<file path="src/core/asp_pkg.sv">
`default_nettype none
package asp_pkg;
  // Access control word layout, sent msb first
  localparam int ACW_BITS      = 8;
  localparam int ACW_START_POS = 7;
  localparam int ACW_RS_HI     = 6;
  localparam int ACW_RS_LO     = 4;
  localparam int ACW_RW_POS    = 3;
  localparam int ACW_MODE_POS  = 0;
  // Register select codes
  localparam logic [2:0] SEL_ACCESS = 3'h0;
  localparam logic [2:0] SEL_GSR1   = 3'h1;
  localparam logic [2:0] SEL_GSR2   = 3'h2;
  localparam logic [2:0] SEL_SFR    = 3'h3;
  localparam logic [2:0] SEL_RESULT = 3'h7;
  // Word lengths per register
  localparam int REG_BITS      = 8;
  localparam int RESULT_BITS   = 24;
  localparam int ONES_RESET    = 32;
  localparam int ONES_W        = 6;
  // Reset values
  localparam logic [7:0] REG_RESET = 8'h00;
  // Busy pulse on ready line when unread
  localparam int BUSY_NS       = 200;
  localparam int CLK_NS        = 25;
  localparam int BUSY_CYC      = (BUSY_NS + CLK_NS - 1) / CLK_NS;
  localparam int BUSY_W        = 8;
  typedef enum logic [1:0] {ASP_CMD, ASP_WR, ASP_RD} asp_phase_t;
endpackage
`default_nettype wire

</file>
<file path="src/core/asp_serial_port.sv">
// How it works
// Ready low while fresh result waits
// Full result read releases ready high
// Unread result: short high busy pulse
// Host must not read while ready high
// Raw mode: ready pin strobes data
// Reads shift out selected register
// Raw mode: modulator bit on output
// Input shift register loads chosen register
// Select bits pick write destination
// Continuous or burst serial clock works
// Chip select picks active clock edge
// Chip select tied low: clock idles high
// Access word starts with zero bit
// Direction bit, three select bits
// Clock level latched at select fall
// Thirty-two ones reset the interface
// Drive output only during reads, and at all times in raw mode
// Most significant bit first
`default_nettype none
module asp_serial_port
  import asp_pkg::*;
#(
  parameter int BUSY_CYCLES = BUSY_CYC
) (
  input  wire logic                   clock,
  input  wire logic                   reset,
  input  wire logic                   cs_n,
  input  wire logic                   sclk,
  input  wire logic                   sdi,
  input  wire logic                   mod_bit,
  input  wire logic                   mod_strobe,
  input  wire logic                   result_valid,
  input  wire logic [RESULT_BITS-1:0] result_word,
  output logic                        sdo,
  output logic                        sdo_oe_n,
  output logic                        ready_n,
  output logic [REG_BITS-1:0]         access_control_register,
  output logic [REG_BITS-1:0]         gsr1,
  output logic [REG_BITS-1:0]         gsr2,
  output logic [REG_BITS-1:0]         sfr,
  output logic [REG_BITS-1:0]         tfr1,
  output logic [REG_BITS-1:0]         tfr2,
  output logic [REG_BITS-1:0]         tfr3,
  output logic                        raw_bitstream_select
);
  // --------------------------------------------------------------------
  // Synchronisers
  // --------------------------------------------------------------------
  logic [4:0] pins_s;
  asp_sync #(.W(5)) u_sync (
    .clock    (clock),
    .async_in ({cs_n, sclk, sdi, mod_bit, mod_strobe}),
    .sync_out (pins_s)
  );
  logic cs_s, sclk_s, sdi_s, mod_s, mstb_s;
  assign {cs_s, sclk_s, sdi_s, mod_s, mstb_s} = pins_s;

  // --------------------------------------------------------------------
  // State
  // --------------------------------------------------------------------
  typedef struct packed {
    logic                   cs_d;
    logic                   sclk_d;
    logic                   cpol;
    asp_phase_t             phase;
    logic [RESULT_BITS-1:0] sh;
    logic [4:0]             cnt;
    logic [4:0]             len;
    logic [2:0]             dst;
    logic [ONES_W-1:0]      ones;
    logic [0:7][7:0]        regs;
    logic                   fresh;
    logic                   busy_pend;
    logic [BUSY_W-1:0]      busy;
    logic                   sdo;
    logic                   oe_n;
    logic                   rdy_n;
  } asp_state_t;

  asp_state_t cur_ff, nxt_ff;

  function automatic logic [4:0] word_len(input logic [2:0] sel);
    word_len = (sel == SEL_RESULT) ? 5'(RESULT_BITS) : 5'(REG_BITS);
  endfunction

  logic sel_now, fall_cs, act_edge, drive_edge;
  assign sel_now = !cs_s;
  assign fall_cs = cur_ff.cs_d && !cs_s;
  // edge from polarity
  assign act_edge   = sel_now && !fall_cs &&
                      (cur_ff.cpol ? (!cur_ff.sclk_d && sclk_s) : (cur_ff.sclk_d && !sclk_s));
  assign drive_edge = sel_now && !fall_cs &&
                      (cur_ff.cpol ? (cur_ff.sclk_d && !sclk_s) : (!cur_ff.sclk_d && sclk_s));

  always_comb begin
    nxt_ff = cur_ff;
    nxt_ff.cs_d   = cs_s;
    nxt_ff.sclk_d = sclk_s;
    // latch idle level
    if (fall_cs) begin
      nxt_ff.cpol = sclk_s;
    end
    // Result arrival and busy pulse
    if (result_valid) begin
      // busy pulse if unread
      if (cur_ff.fresh) begin
        nxt_ff.busy = BUSY_W'(BUSY_CYCLES);
      end
      nxt_ff.fresh = 1'b1;
    end else if (cur_ff.busy != '0) begin
      nxt_ff.busy = cur_ff.busy - 1'b1;
    end
    // each edge one bit
    if (act_edge) begin
      // count trailing ones
      nxt_ff.ones = sdi_s ? ((cur_ff.ones == ONES_W'(ONES_RESET - 1)) ? '0 : cur_ff.ones + 1'b1)
                          : '0;
      // msb first
      nxt_ff.sh  = {cur_ff.sh[RESULT_BITS-2:0], sdi_s};
      nxt_ff.cnt = cur_ff.cnt + 1'b1;
      unique case (cur_ff.phase)
        ASP_CMD: begin
          // wait for zero start
          if (cur_ff.cnt == '0 && sdi_s) begin
            nxt_ff.cnt = '0;
          end else if (cur_ff.cnt == 5'(ACW_BITS - 1)) begin
            nxt_ff.cnt = '0;
            nxt_ff.regs[SEL_ACCESS] = {cur_ff.sh[6:0], sdi_s};
            // direction and select
            nxt_ff.dst = cur_ff.sh[ACW_RS_HI-1:ACW_RS_LO-1];
            nxt_ff.len = word_len(cur_ff.sh[ACW_RS_HI-1:ACW_RS_LO-1]);
            if (cur_ff.sh[ACW_RW_POS-1]) begin
              nxt_ff.phase = ASP_RD;
            end else if (cur_ff.sh[ACW_RS_HI-1:ACW_RS_LO-1] != SEL_ACCESS) begin
              nxt_ff.phase = ASP_WR;
            end
          end
        end
        ASP_WR: begin
          if (cur_ff.cnt == cur_ff.len - 1'b1) begin
            // transfer to register
            // destination from select
            if (cur_ff.dst != SEL_RESULT) begin
              nxt_ff.regs[cur_ff.dst] = {cur_ff.sh[6:0], sdi_s};
            end
            nxt_ff.cnt   = '0;
            nxt_ff.phase = ASP_CMD;
          end
        end
        ASP_RD: begin
          if (cur_ff.cnt == cur_ff.len - 1'b1) begin
            // read done releases ready
            if (cur_ff.dst == SEL_RESULT) begin
              nxt_ff.fresh = result_valid;
            end
            nxt_ff.cnt   = '0;
            nxt_ff.phase = ASP_CMD;
          end
        end
        default: nxt_ff.phase = ASP_CMD;
      endcase
      if (sdi_s && cur_ff.ones == ONES_W'(ONES_RESET - 1)) begin
        nxt_ff.phase = ASP_CMD;
        nxt_ff.cnt   = '0;
      end
    end
    // shift out selected register
    if (cur_ff.phase == ASP_RD && drive_edge) begin
      if (cur_ff.dst == SEL_RESULT) begin
        nxt_ff.sdo = result_word[5'(RESULT_BITS - 1) - cur_ff.cnt];
      end else begin
        nxt_ff.sdo = cur_ff.regs[cur_ff.dst][3'(7 - cur_ff.cnt)];
      end
    end
    // drive only during reads
    nxt_ff.oe_n = !(sel_now && cur_ff.phase == ASP_RD && !cur_ff.regs[SEL_ACCESS][ACW_MODE_POS]);
    // low while result waits
    nxt_ff.rdy_n = !(cur_ff.fresh && cur_ff.busy == '0);
    if (cur_ff.regs[SEL_ACCESS][ACW_MODE_POS]) begin
      // raw modulator stream
      nxt_ff.sdo   = mod_s;
      nxt_ff.oe_n  = 1'b0;
      // ready becomes strobe
      nxt_ff.rdy_n = mstb_s;
    end
    if (reset) begin
      nxt_ff.phase = ASP_CMD;
      nxt_ff.cnt   = '0;
      nxt_ff.ones  = '0;
      // no select fall: idle high
      nxt_ff.cpol  = 1'b1;
      nxt_ff.fresh = 1'b0;
      nxt_ff.busy  = '0;
      nxt_ff.sdo   = 1'b1;
      nxt_ff.oe_n  = 1'b1;
      nxt_ff.rdy_n = 1'b1;
      nxt_ff.sh    = '0;
      nxt_ff.len   = 5'(REG_BITS);
      nxt_ff.dst   = SEL_ACCESS;
      for (int i = 0; i < 8; i++) begin
        nxt_ff.regs[i] = REG_RESET;
      end
    end
  end

  always_ff @(posedge clock) begin
    cur_ff <= nxt_ff;
  end

  // --------------------------------------------------------------------
  // Outputs
  // --------------------------------------------------------------------
  assign sdo                     = cur_ff.sdo;
  assign sdo_oe_n                = cur_ff.oe_n;
  assign ready_n                 = cur_ff.rdy_n;
  assign access_control_register = cur_ff.regs[SEL_ACCESS];
  assign gsr1                    = cur_ff.regs[SEL_GSR1];
  assign gsr2                    = cur_ff.regs[SEL_GSR2];
  assign sfr                     = cur_ff.regs[SEL_SFR];
  assign tfr1                    = cur_ff.regs[4];
  assign tfr2                    = cur_ff.regs[5];
  assign tfr3                    = cur_ff.regs[6];
  assign raw_bitstream_select    = cur_ff.regs[SEL_ACCESS][ACW_MODE_POS];
endmodule
`default_nettype wire

</file>
<file path="src/core/asp_sync.sv">
`default_nettype none
module asp_sync
  import asp_pkg::*;
#(
  parameter int W = 4
) (
  input  wire logic         clock,
  input  wire logic [W-1:0] async_in,
  output logic      [W-1:0] sync_out
);
  logic [W-1:0] meta_ff;
  logic [W-1:0] sync_ff;
  always_ff @(posedge clock) begin
    meta_ff <= async_in;
    sync_ff <= meta_ff;
  end
  assign sync_out = sync_ff;
endmodule
`default_nettype wire

</file>
<file path="config.mk">
export PLATFORM = sky130hd
export DESIGN_NAME = asp_serial_port
export DESIGN_NICKNAME = d
export VERILOG_FILES = /design/src/core/asp_pkg.sv /design/src/core/asp_serial_port.sv /design/src/core/asp_sync.sv
export SDC_FILE = /design/constraint.sdc
export NUM_CORES = 1
export LEC_CHECK = 0
export ABC_AREA = 1
export BUFFER_PORTS_ARGS = -buffer_cell sky130_fd_sc_hd__buf_4
export CORE_UTILIZATION = 40
export CTS_CLUSTER_SIZE = 12
export DETAILED_ROUTE_END_ITERATION = 6
export PLACE_DENSITY = 0.67
export SYNTH_ARGS = -nofsm -noshare
export SYNTH_HDL_FRONTEND = slang
export SYNTH_HIERARCHICAL = 1
export SYNTH_SLANG_ARGS = --single-unit
</file>
<file path="constraint.sdc">
create_clock -name clock -period 1.6 [get_ports clock]
set_input_delay 0.32 -clock clock [delete_from_list [all_inputs] [get_ports clock]]
set_output_delay 0.32 -clock clock [all_outputs]
set_load 0.05 [all_outputs]
</file>
==> metrics.md, run 1 <==
| Metric | Value |
|---|---|
| Seq cells post-synth | 113 |
| CP bufs+invs | 3 |
| DIE AREA | 14880 um^2 |
| Initial antenna violation count | 0 |
| Multi-input gate area | 2993 um^2 |
| # fillers | 1257 |
| DR pass1 iterations | 5 |
| Worst IR Drop VDD | 1043 uV |
| Max Freq | 0.5930 GHz |
| Mapped Nets | 845 |
| Final Util | 57.92% |
| CTS Buffer Depth | 2 |
| Combinational Power Share | 21.4% |
| Die width | 122.0 um |
| Fraction of layout cells with a size suffix above 1 | 36.92% |
| Mean Syn Cell Area | 7.154 um^2 |
| Port buffer count | 91 |
| Io pins | 92 |
| Post-layout instance area | 8102 um^2 |
| Clk network pwr share | 43.0% |
| Worst r2r src | cur_ff[83]$_SDFFE_PP0P_ |
| Yosys warns | 6 |
| Final WL | 16.70 mm |
| Flop pwr share | 35.6% |
| R2R Setup Slk | -90 ps |
| Antenna fix cells | 0 |
| Register area | 2283 um^2 |
| Syn-to-layout area delta | 40.67% |
| Final Worst Setup Slack | -86.46 ps |
| Worst Hold End | cur_ff[4]$_SDFFE_PP0P_ |
| Switching Share | 27.03% |
| Crit path cell chain | buf_8, nand2_1, nand2_1, inv_1, nand2_4, nor2_8, buf_12, nand2_8, o21ai_0, a21oi_1 |
| Final HPWL DP | 10.76 mm |
| Die Y | 122.0 um |
| Leakage power | 3.559 nW |
| Crit path max fanout | 21 |
| Congestion Overflow GR | 0 |
| Clock Tree Root | clkbuf_16 |
| Routed vias | 5637 |
| First-pass GRT wire length | 25.10 mm |
| Internal power | 6.307 mW |
| Worst min path class | in2reg |
| DRT iter0 DRCs | 450 |
| Wirelength per Cell | 14.80 um |
| Clk_lat worst skew | 420 ps |
| RSZ-0062 raised after global routing | true |
| Failing checks | setup timing |
| Initial Util | 41.17% |
| Least-Margin Pin Slew | 552.0 ps |
| Worst reg2reg path depth | 10 |
| Critical path's top delay family | simple AND/OR/NAND/NOR gates |
| Max transition margin | 63.15% |
| Required @ worst endpoint | 1900 ps |
| Worst EP arrival | 1990 ps |
| Pin count of the biggest net entering global routing | 74 |
| Dpl cell area | 6675 um^2 |
| Antenna viol nets, final | 0 |
| Switching power total | 2.336 mW |
| CTS tree | built |
| Yosys cell types | 40 |
| Final setup fails | 43 |
| Worst R2R End | tfr2[2]$_SDFFE_PP0P_ |
| Post-Syn Instances | 805 |
| Max incr delay on CP | 370 ps |
| Row count | 43 |
| Slew Limit Fails | 0 |
| Pwr Density | 1067 nW/um^2 |
| Most frequent CP cell | nand2_1 |
| Crit. End Element | flip-flop |
| Final Cycle Share | 105.4% |
| Dpl ws | -129.3 ps |
| Crit-path slowest cell | dfxtp_4 |
| Clock-pin slew on the worst setup and hold paths | 60 ps |
| Max-cap violations | 0 |
| Worst Hold Launch | reset |
| GPL Wtd Cong | 0.8862 |
| Outcome | finished, violations left |
| Netlist Area Pre-Place | 5759 um^2 |
| Seq/Total Area, Yosys | 39.28% |
| Startpoint types | flip-flop |
| Period minus WS final | 1686 ps |
| Sink Count | 113 |
| Htree depth | 4 |
| CP Class | reg2reg |
| Detailed-route DRC error count | 0 |
| Total chip power | 8.644 mW |
| Vias in the first global route | 5135 |
| Fin. Hold Viols | 0 |
| GR Util All Layers | 22.19% |
| Via/cell ratio | 4.997 |
| Hold path depth | 2 |
| Core area | 13990 um^2 |
| CTS Buf Count | 17 |
| Worst Skew | 7.724 ps |
| Nets | 975 |
==> cell type report <==
class | count | area share, %
Clock buffer | 24 | 6.332
Clock inverter | 8 | 0.9112
Inverter | 110 | 5.174
Multi-Input combinational cell | 497 | 36.94
Sequential cell | 113 | 28.19
Tap cell | 180 | 2.780
Timing Repair Buffer | 195 | 19.58
Timing Repair inverter | 1 | 0.09266
==> layout by cell type, fill, tap and decap left out, types with 5 or more instances in the layout <==
master and instances:
dfxtp_2 8, a21oi_1 57, inv_1 98, nand4_1 6, nand3_1 35, nand2_8 6
a21oi_2 15, inv_2 9, nor2_4 7, o211ai_1 19, o21ai_2 28, dlygate4sd3_1 5
nor2_1 60, nand2_2 10, nand2_4 12, nand2_1 144, buf_4 172, clkbuf_16 18
dfxtp_1 102, o21ai_1 24, o21ai_0 25, buf_6 12
==> cell usage after synthesis (all sizes together) <==
library cell  instances  area [um^2]
dfxtp               113         2262
ha                    8        100.1
o22ai                 1        6.260
a32oi                 1        8.760
inv                 108        405.4
a31oi                 3        18.77
o21ai                79        410.4
a21boi                1        7.510
a21oi                72        364.1
a211oi                3        22.52
clkbuf               15        56.30
clkinv                2        7.510
o311ai                1        8.760
a22oi                 1        7.510
xor2                  1        8.760
nor3                  6        40.04
nand4                 6        37.54
nand3                40        200.2
nor3b                 1        7.510
or3                   1        6.260
a221oi                3        26.28
xnor2                 2        17.52
a211o                 1        8.760
o211ai               19        142.6
buf                  74        553.0
nor2                 73        331.6
or2                   2        12.51
nand2               168        680.7
==> metal layers <==
metal	share of wire, %	global-route usage (%)
met4	2.3	11.73
met3	6.1	4.448
met2	48	35.91
met1	44	27.68
met5	0	0
==> logic make-up after synthesis <==
group | Yosys count | synth area share (%)
and+or+nand+nor | 297 | 22.85
buffers and inverters | 199 | 17.75
AOI/OAI and AO/OA | 185 | 17.92
DFF | 113 | 39.28
adders and majority gates | 8 | 1.738
xor gates and xnor gates | 3 | 0.4563
==> timing repair <==
action,CTS,global route
hold buffers,5,0
gates resized for setup,72,109
gates cloned,2,3
endpoints found under the setup margin,74,82
hold endpoints to repair,5,0
pin swaps,19,35
setup buffers,16,11
==> worst max path at each step <==
stage	start	to	slack [ps]	cells past startpoint
final	cur_ff[83]$_SDFFE_PP0P_	tfr2[2]$_SDFFE_PP0P_	-90	10
after global placement	u_sync/sync_out[3]$_DFF_P_	tfr3[0]$_SDFFE_PP0P_	-90	12
after detailed placement	u_sync/sync_out[3]$_DFF_P_	tfr3[2]$_SDFFE_PP0P_	-130	12
after floorplan	cur_ff[92]$_SDFFE_PP0P_	gsr1[6]$_SDFFE_PP0P_	-20	11
after CTS	cur_ff[92]$_SDFFE_PP0P_	tfr3[5]$_SDFFE_PP0P_	-110	11
after global routing	cur_ff[92]$_SDFFE_PP0P_	sdo$_SDFFE_PP1P_	-180	16
==> flip-flops by register name, summed over array words and instances (netlist names), 5 cells and up <==
name	count
sfr	8
tfr1	8
u_sync/sync_out	5
tfr3	8
cur_ff	44
u_sync/meta_ff	5
tfr2	8
gsr2	8
gsr1	8
access_control_register	8
==> power groups by stage <==
stage          registers (mW)  clock network (mW)  logic (mW)
6_report                 3.07                3.72        1.85
5_1_grt                  3.09                3.91        2.02
4_1_cts                  3.05                3.75        1.53
3_5_place_dp             3.09                   0        1.13
3_3_place_gp             3.09                   0        1.11
2_1_floorplan            3.09                   0       0.621
==> stage by stage <==
stage	TNS (ps)	hold slack (ps)	cells
after global placement	-3015	312.0	1060
after detailed placement	-5082	315.4	1060
after global routing	-7358	201.1	1128
final	-1249	190.9	1128
after floorplan	-24.99	309.6	805
after CTS	-3668	188.2	1115
(Power assumes the default switching activity.)
==> run 2, diff against run 1 <==
CORE_ASPECT_RATIO = 1.25   (was not set)
SKIP_LAST_GASP = 1   (was not set)
==> metrics.md, run 2 (synthesis results as in run 1) <==
| Metric | Value |
|---|---|
| Detailed-route DRC error count | 0 |
| Pwr Density | 998.9 nW/um^2 |
| Worst r2r src | cur_ff[92]$_SDFFE_PP0P_ |
| Final Cycle Share | 108.2% |
| CTS tree | built |
| Syn-to-layout area delta | 48.71% |
| Worst min path class | in2reg |
| CTS Buf Count | 17 |
| Vias in the first global route | 5507 |
| Worst Skew | 7.699 ps |
| DIE AREA | 14890 um^2 |
| Final setup fails | 61 |
| Htree depth | 4 |
| Max Freq | 0.5779 GHz |
| Failing checks | setup timing |
| Total chip power | 8.555 mW |
| Period minus WS final | 1730 ps |
| Worst Hold Launch | result_valid |
| Final HPWL DP | 11.30 mm |
| Antenna fix cells | 0 |
| Crit-path slowest cell | dfxtp_4 |
| Switching power total | 2.358 mW |
| Switching Share | 27.56% |
| Final TNS setup | -4614 ps |
| Max transition margin | 57.81% |
| Commonest non-fill, non-tap cell in the layout | buf_4 |
| Clock Tree Root | clkbuf_16 |
| DRT iter0 DRCs | 421 |
| Worst R2R End | tfr3[5]$_SDFFE_PP0P_ |
| Outcome | finished, violations left |
| Core area | 13930 um^2 |
| DR pass1 iterations | 7 |
| Startpoint types | flip-flop |
| Worst reg2reg path depth | 11 |
| RSZ-0062 raised after global routing | true |
| Io pins | 92 |
| Crit path cell chain | ha_4, nand2_4, nor2_4, nand2_4, nor2_4, nand2_4, nor2_8, buf_12, nand2_8, o21ai_2, a21oi_1 |
| Antenna viol nets, final | 0 |
| Slew Limit Fails | 0 |
| Nets | 1008 |
| Final Worst Setup Slack | -130.5 ps |
| Congestion Overflow GR | 0 |
| Port buffer count | 91 |
| Pin count of the biggest net entering global routing | 40 |
| GPL Wtd Cong | 0.8655 |
| CTS Buffer Depth | 2 |
| Wirelength per Cell | 15.73 um |
| Most frequent CP cell | nand2_4 |
| Fin. Hold Viols | 0 |
| First-pass GRT wire length | 26.75 mm |
| GR Util All Layers | 23.74% |
| Max-cap violations | 0 |
| Flop pwr share | 35.8% |
| Final Util | 61.47% |
| Clock-pin slew on the worst setup and hold paths | 50 ps |
| Die width | 109.3 um |
| Fraction of layout cells with a size suffix above 1 | 41.94% |
| Required @ worst endpoint | 1900 ps |
| Crit. End Element | flip-flop |
| CP Class | reg2reg |
| Least-Margin Pin Slew | 632.0 ps |
| Worst IR Drop VDD | 1186 uV |
| Via/cell ratio | 5.148 |
| Dpl ws | -137.1 ps |
| Max incr delay on CP | 360 ps |
| Internal power | 6.198 mW |
| Clk_lat worst skew | 420 ps |
| Largest reg by FF count | cur_ff |
| Clk network pwr share | 41.6% |
| Die Y | 136.2 um |
| Initial antenna violation count | 0 |
| Crit path max fanout | 8 |
| Most frequent cells in the layout | buf_4, nand2_1, dfxtp_1 |
| Row count | 48 |
| Combinational Power Share | 22.6% |
| Hold path depth | 3 |
| Worst Hold End | cur_ff[12]$_SDFF_PP0_ |
| Routed vias | 5946 |
| Initial Util | 41.33% |
| Max reg flops | 44 |
| Sink Count | 113 |
| R2R Setup Slk | -130 ps |
| Worst EP arrival | 2030 ps |
| Leakage power | 3.764 nW |
| Final WL | 18.17 mm |
[run 2: worst max-delay path: cells and delay by family, from the launching register on]
family / cells / cell delay, ps
AND/OR/NAND/NOR: 7 / 760
flip-flops: 1 / 360
adder cells (fa/ha/maj): 1 / 140
AO/OA/AOI/OAI: 2 / 180
buffers and inverters: 1 / 150
[run 2: power groups by stage]
stage | clock network (mW) | logic, mW | registers [mW]
after floorplan | 0 | 0.621 | 3.09
after global placement | 0 | 1.07 | 3.09
after detailed placement | 0 | 1.08 | 3.09
after CTS | 3.58 | 1.55 | 3.04
after global routing | 3.74 | 2.10 | 3.08
final | 3.56 | 1.94 | 3.06
[run 2: through the flow]
step           cells  cell area (um^2)  hold WS, ps
6_report        1155              8564        217.8
5_1_grt         1155              8564        228.5
4_1_cts         1141              8055        203.1
3_5_place_dp    1070              6794        313.6
3_3_place_gp    1070              6794        311.8
2_1_floorplan    805              5789        309.6
[run 2: area by class of cell]
cell class	instances	area (um^2)
fillers	1166	5369
multi-input cells	496	3141
flip-flops and latches	113	2286
repair buffers	229	1934
clock buffers	21	470.5
inverters	110	420.4
well taps	175	219.0
clock inverters	10	86.33
repair inverters	1	7.507
[run 2: worst max path at each step]
stage          cells after the start  slack, ps                     from                     end
2_1_floorplan                     11        -20  cur_ff[92]$_SDFFE_PP0P_    gsr1[6]$_SDFFE_PP0P_
3_3_place_gp                      13       -110   cur_ff[4]$_SDFFE_PP0P_  cur_ff[6]$_SDFFE_PP0P_
3_5_place_dp                      12       -140  cur_ff[83]$_SDFFE_PP0P_        sdo$_SDFFE_PP1P_
4_1_cts                           11        -90  cur_ff[92]$_SDFFE_PP0P_    gsr1[6]$_SDFFE_PP0P_
5_1_grt                           11       -200  cur_ff[92]$_SDFFE_PP0P_     sfr[2]$_SDFFE_PP0P_
6_report                          11       -130  cur_ff[92]$_SDFFE_PP0P_    tfr3[5]$_SDFFE_PP0P_
[run 2: what timing repair did]
item	4_1_cts	5_1_grt
pin swaps	39	51
buffers inserted	31	16
resized for setup	117	112
hold endpoints to repair	5	0
setup endpoints to repair	76	85
hold buffers	5	0
cloned	5	1
[run 2: metal layers]
metal	track usage, %	vias to the layer above	share of wire, %
li1	-	2889	-
met4	12.96	0	3.9
met1	26.01	2789	38
met5	0	-	0
met3	4.698	59	5.3
met2	42.35	209	53
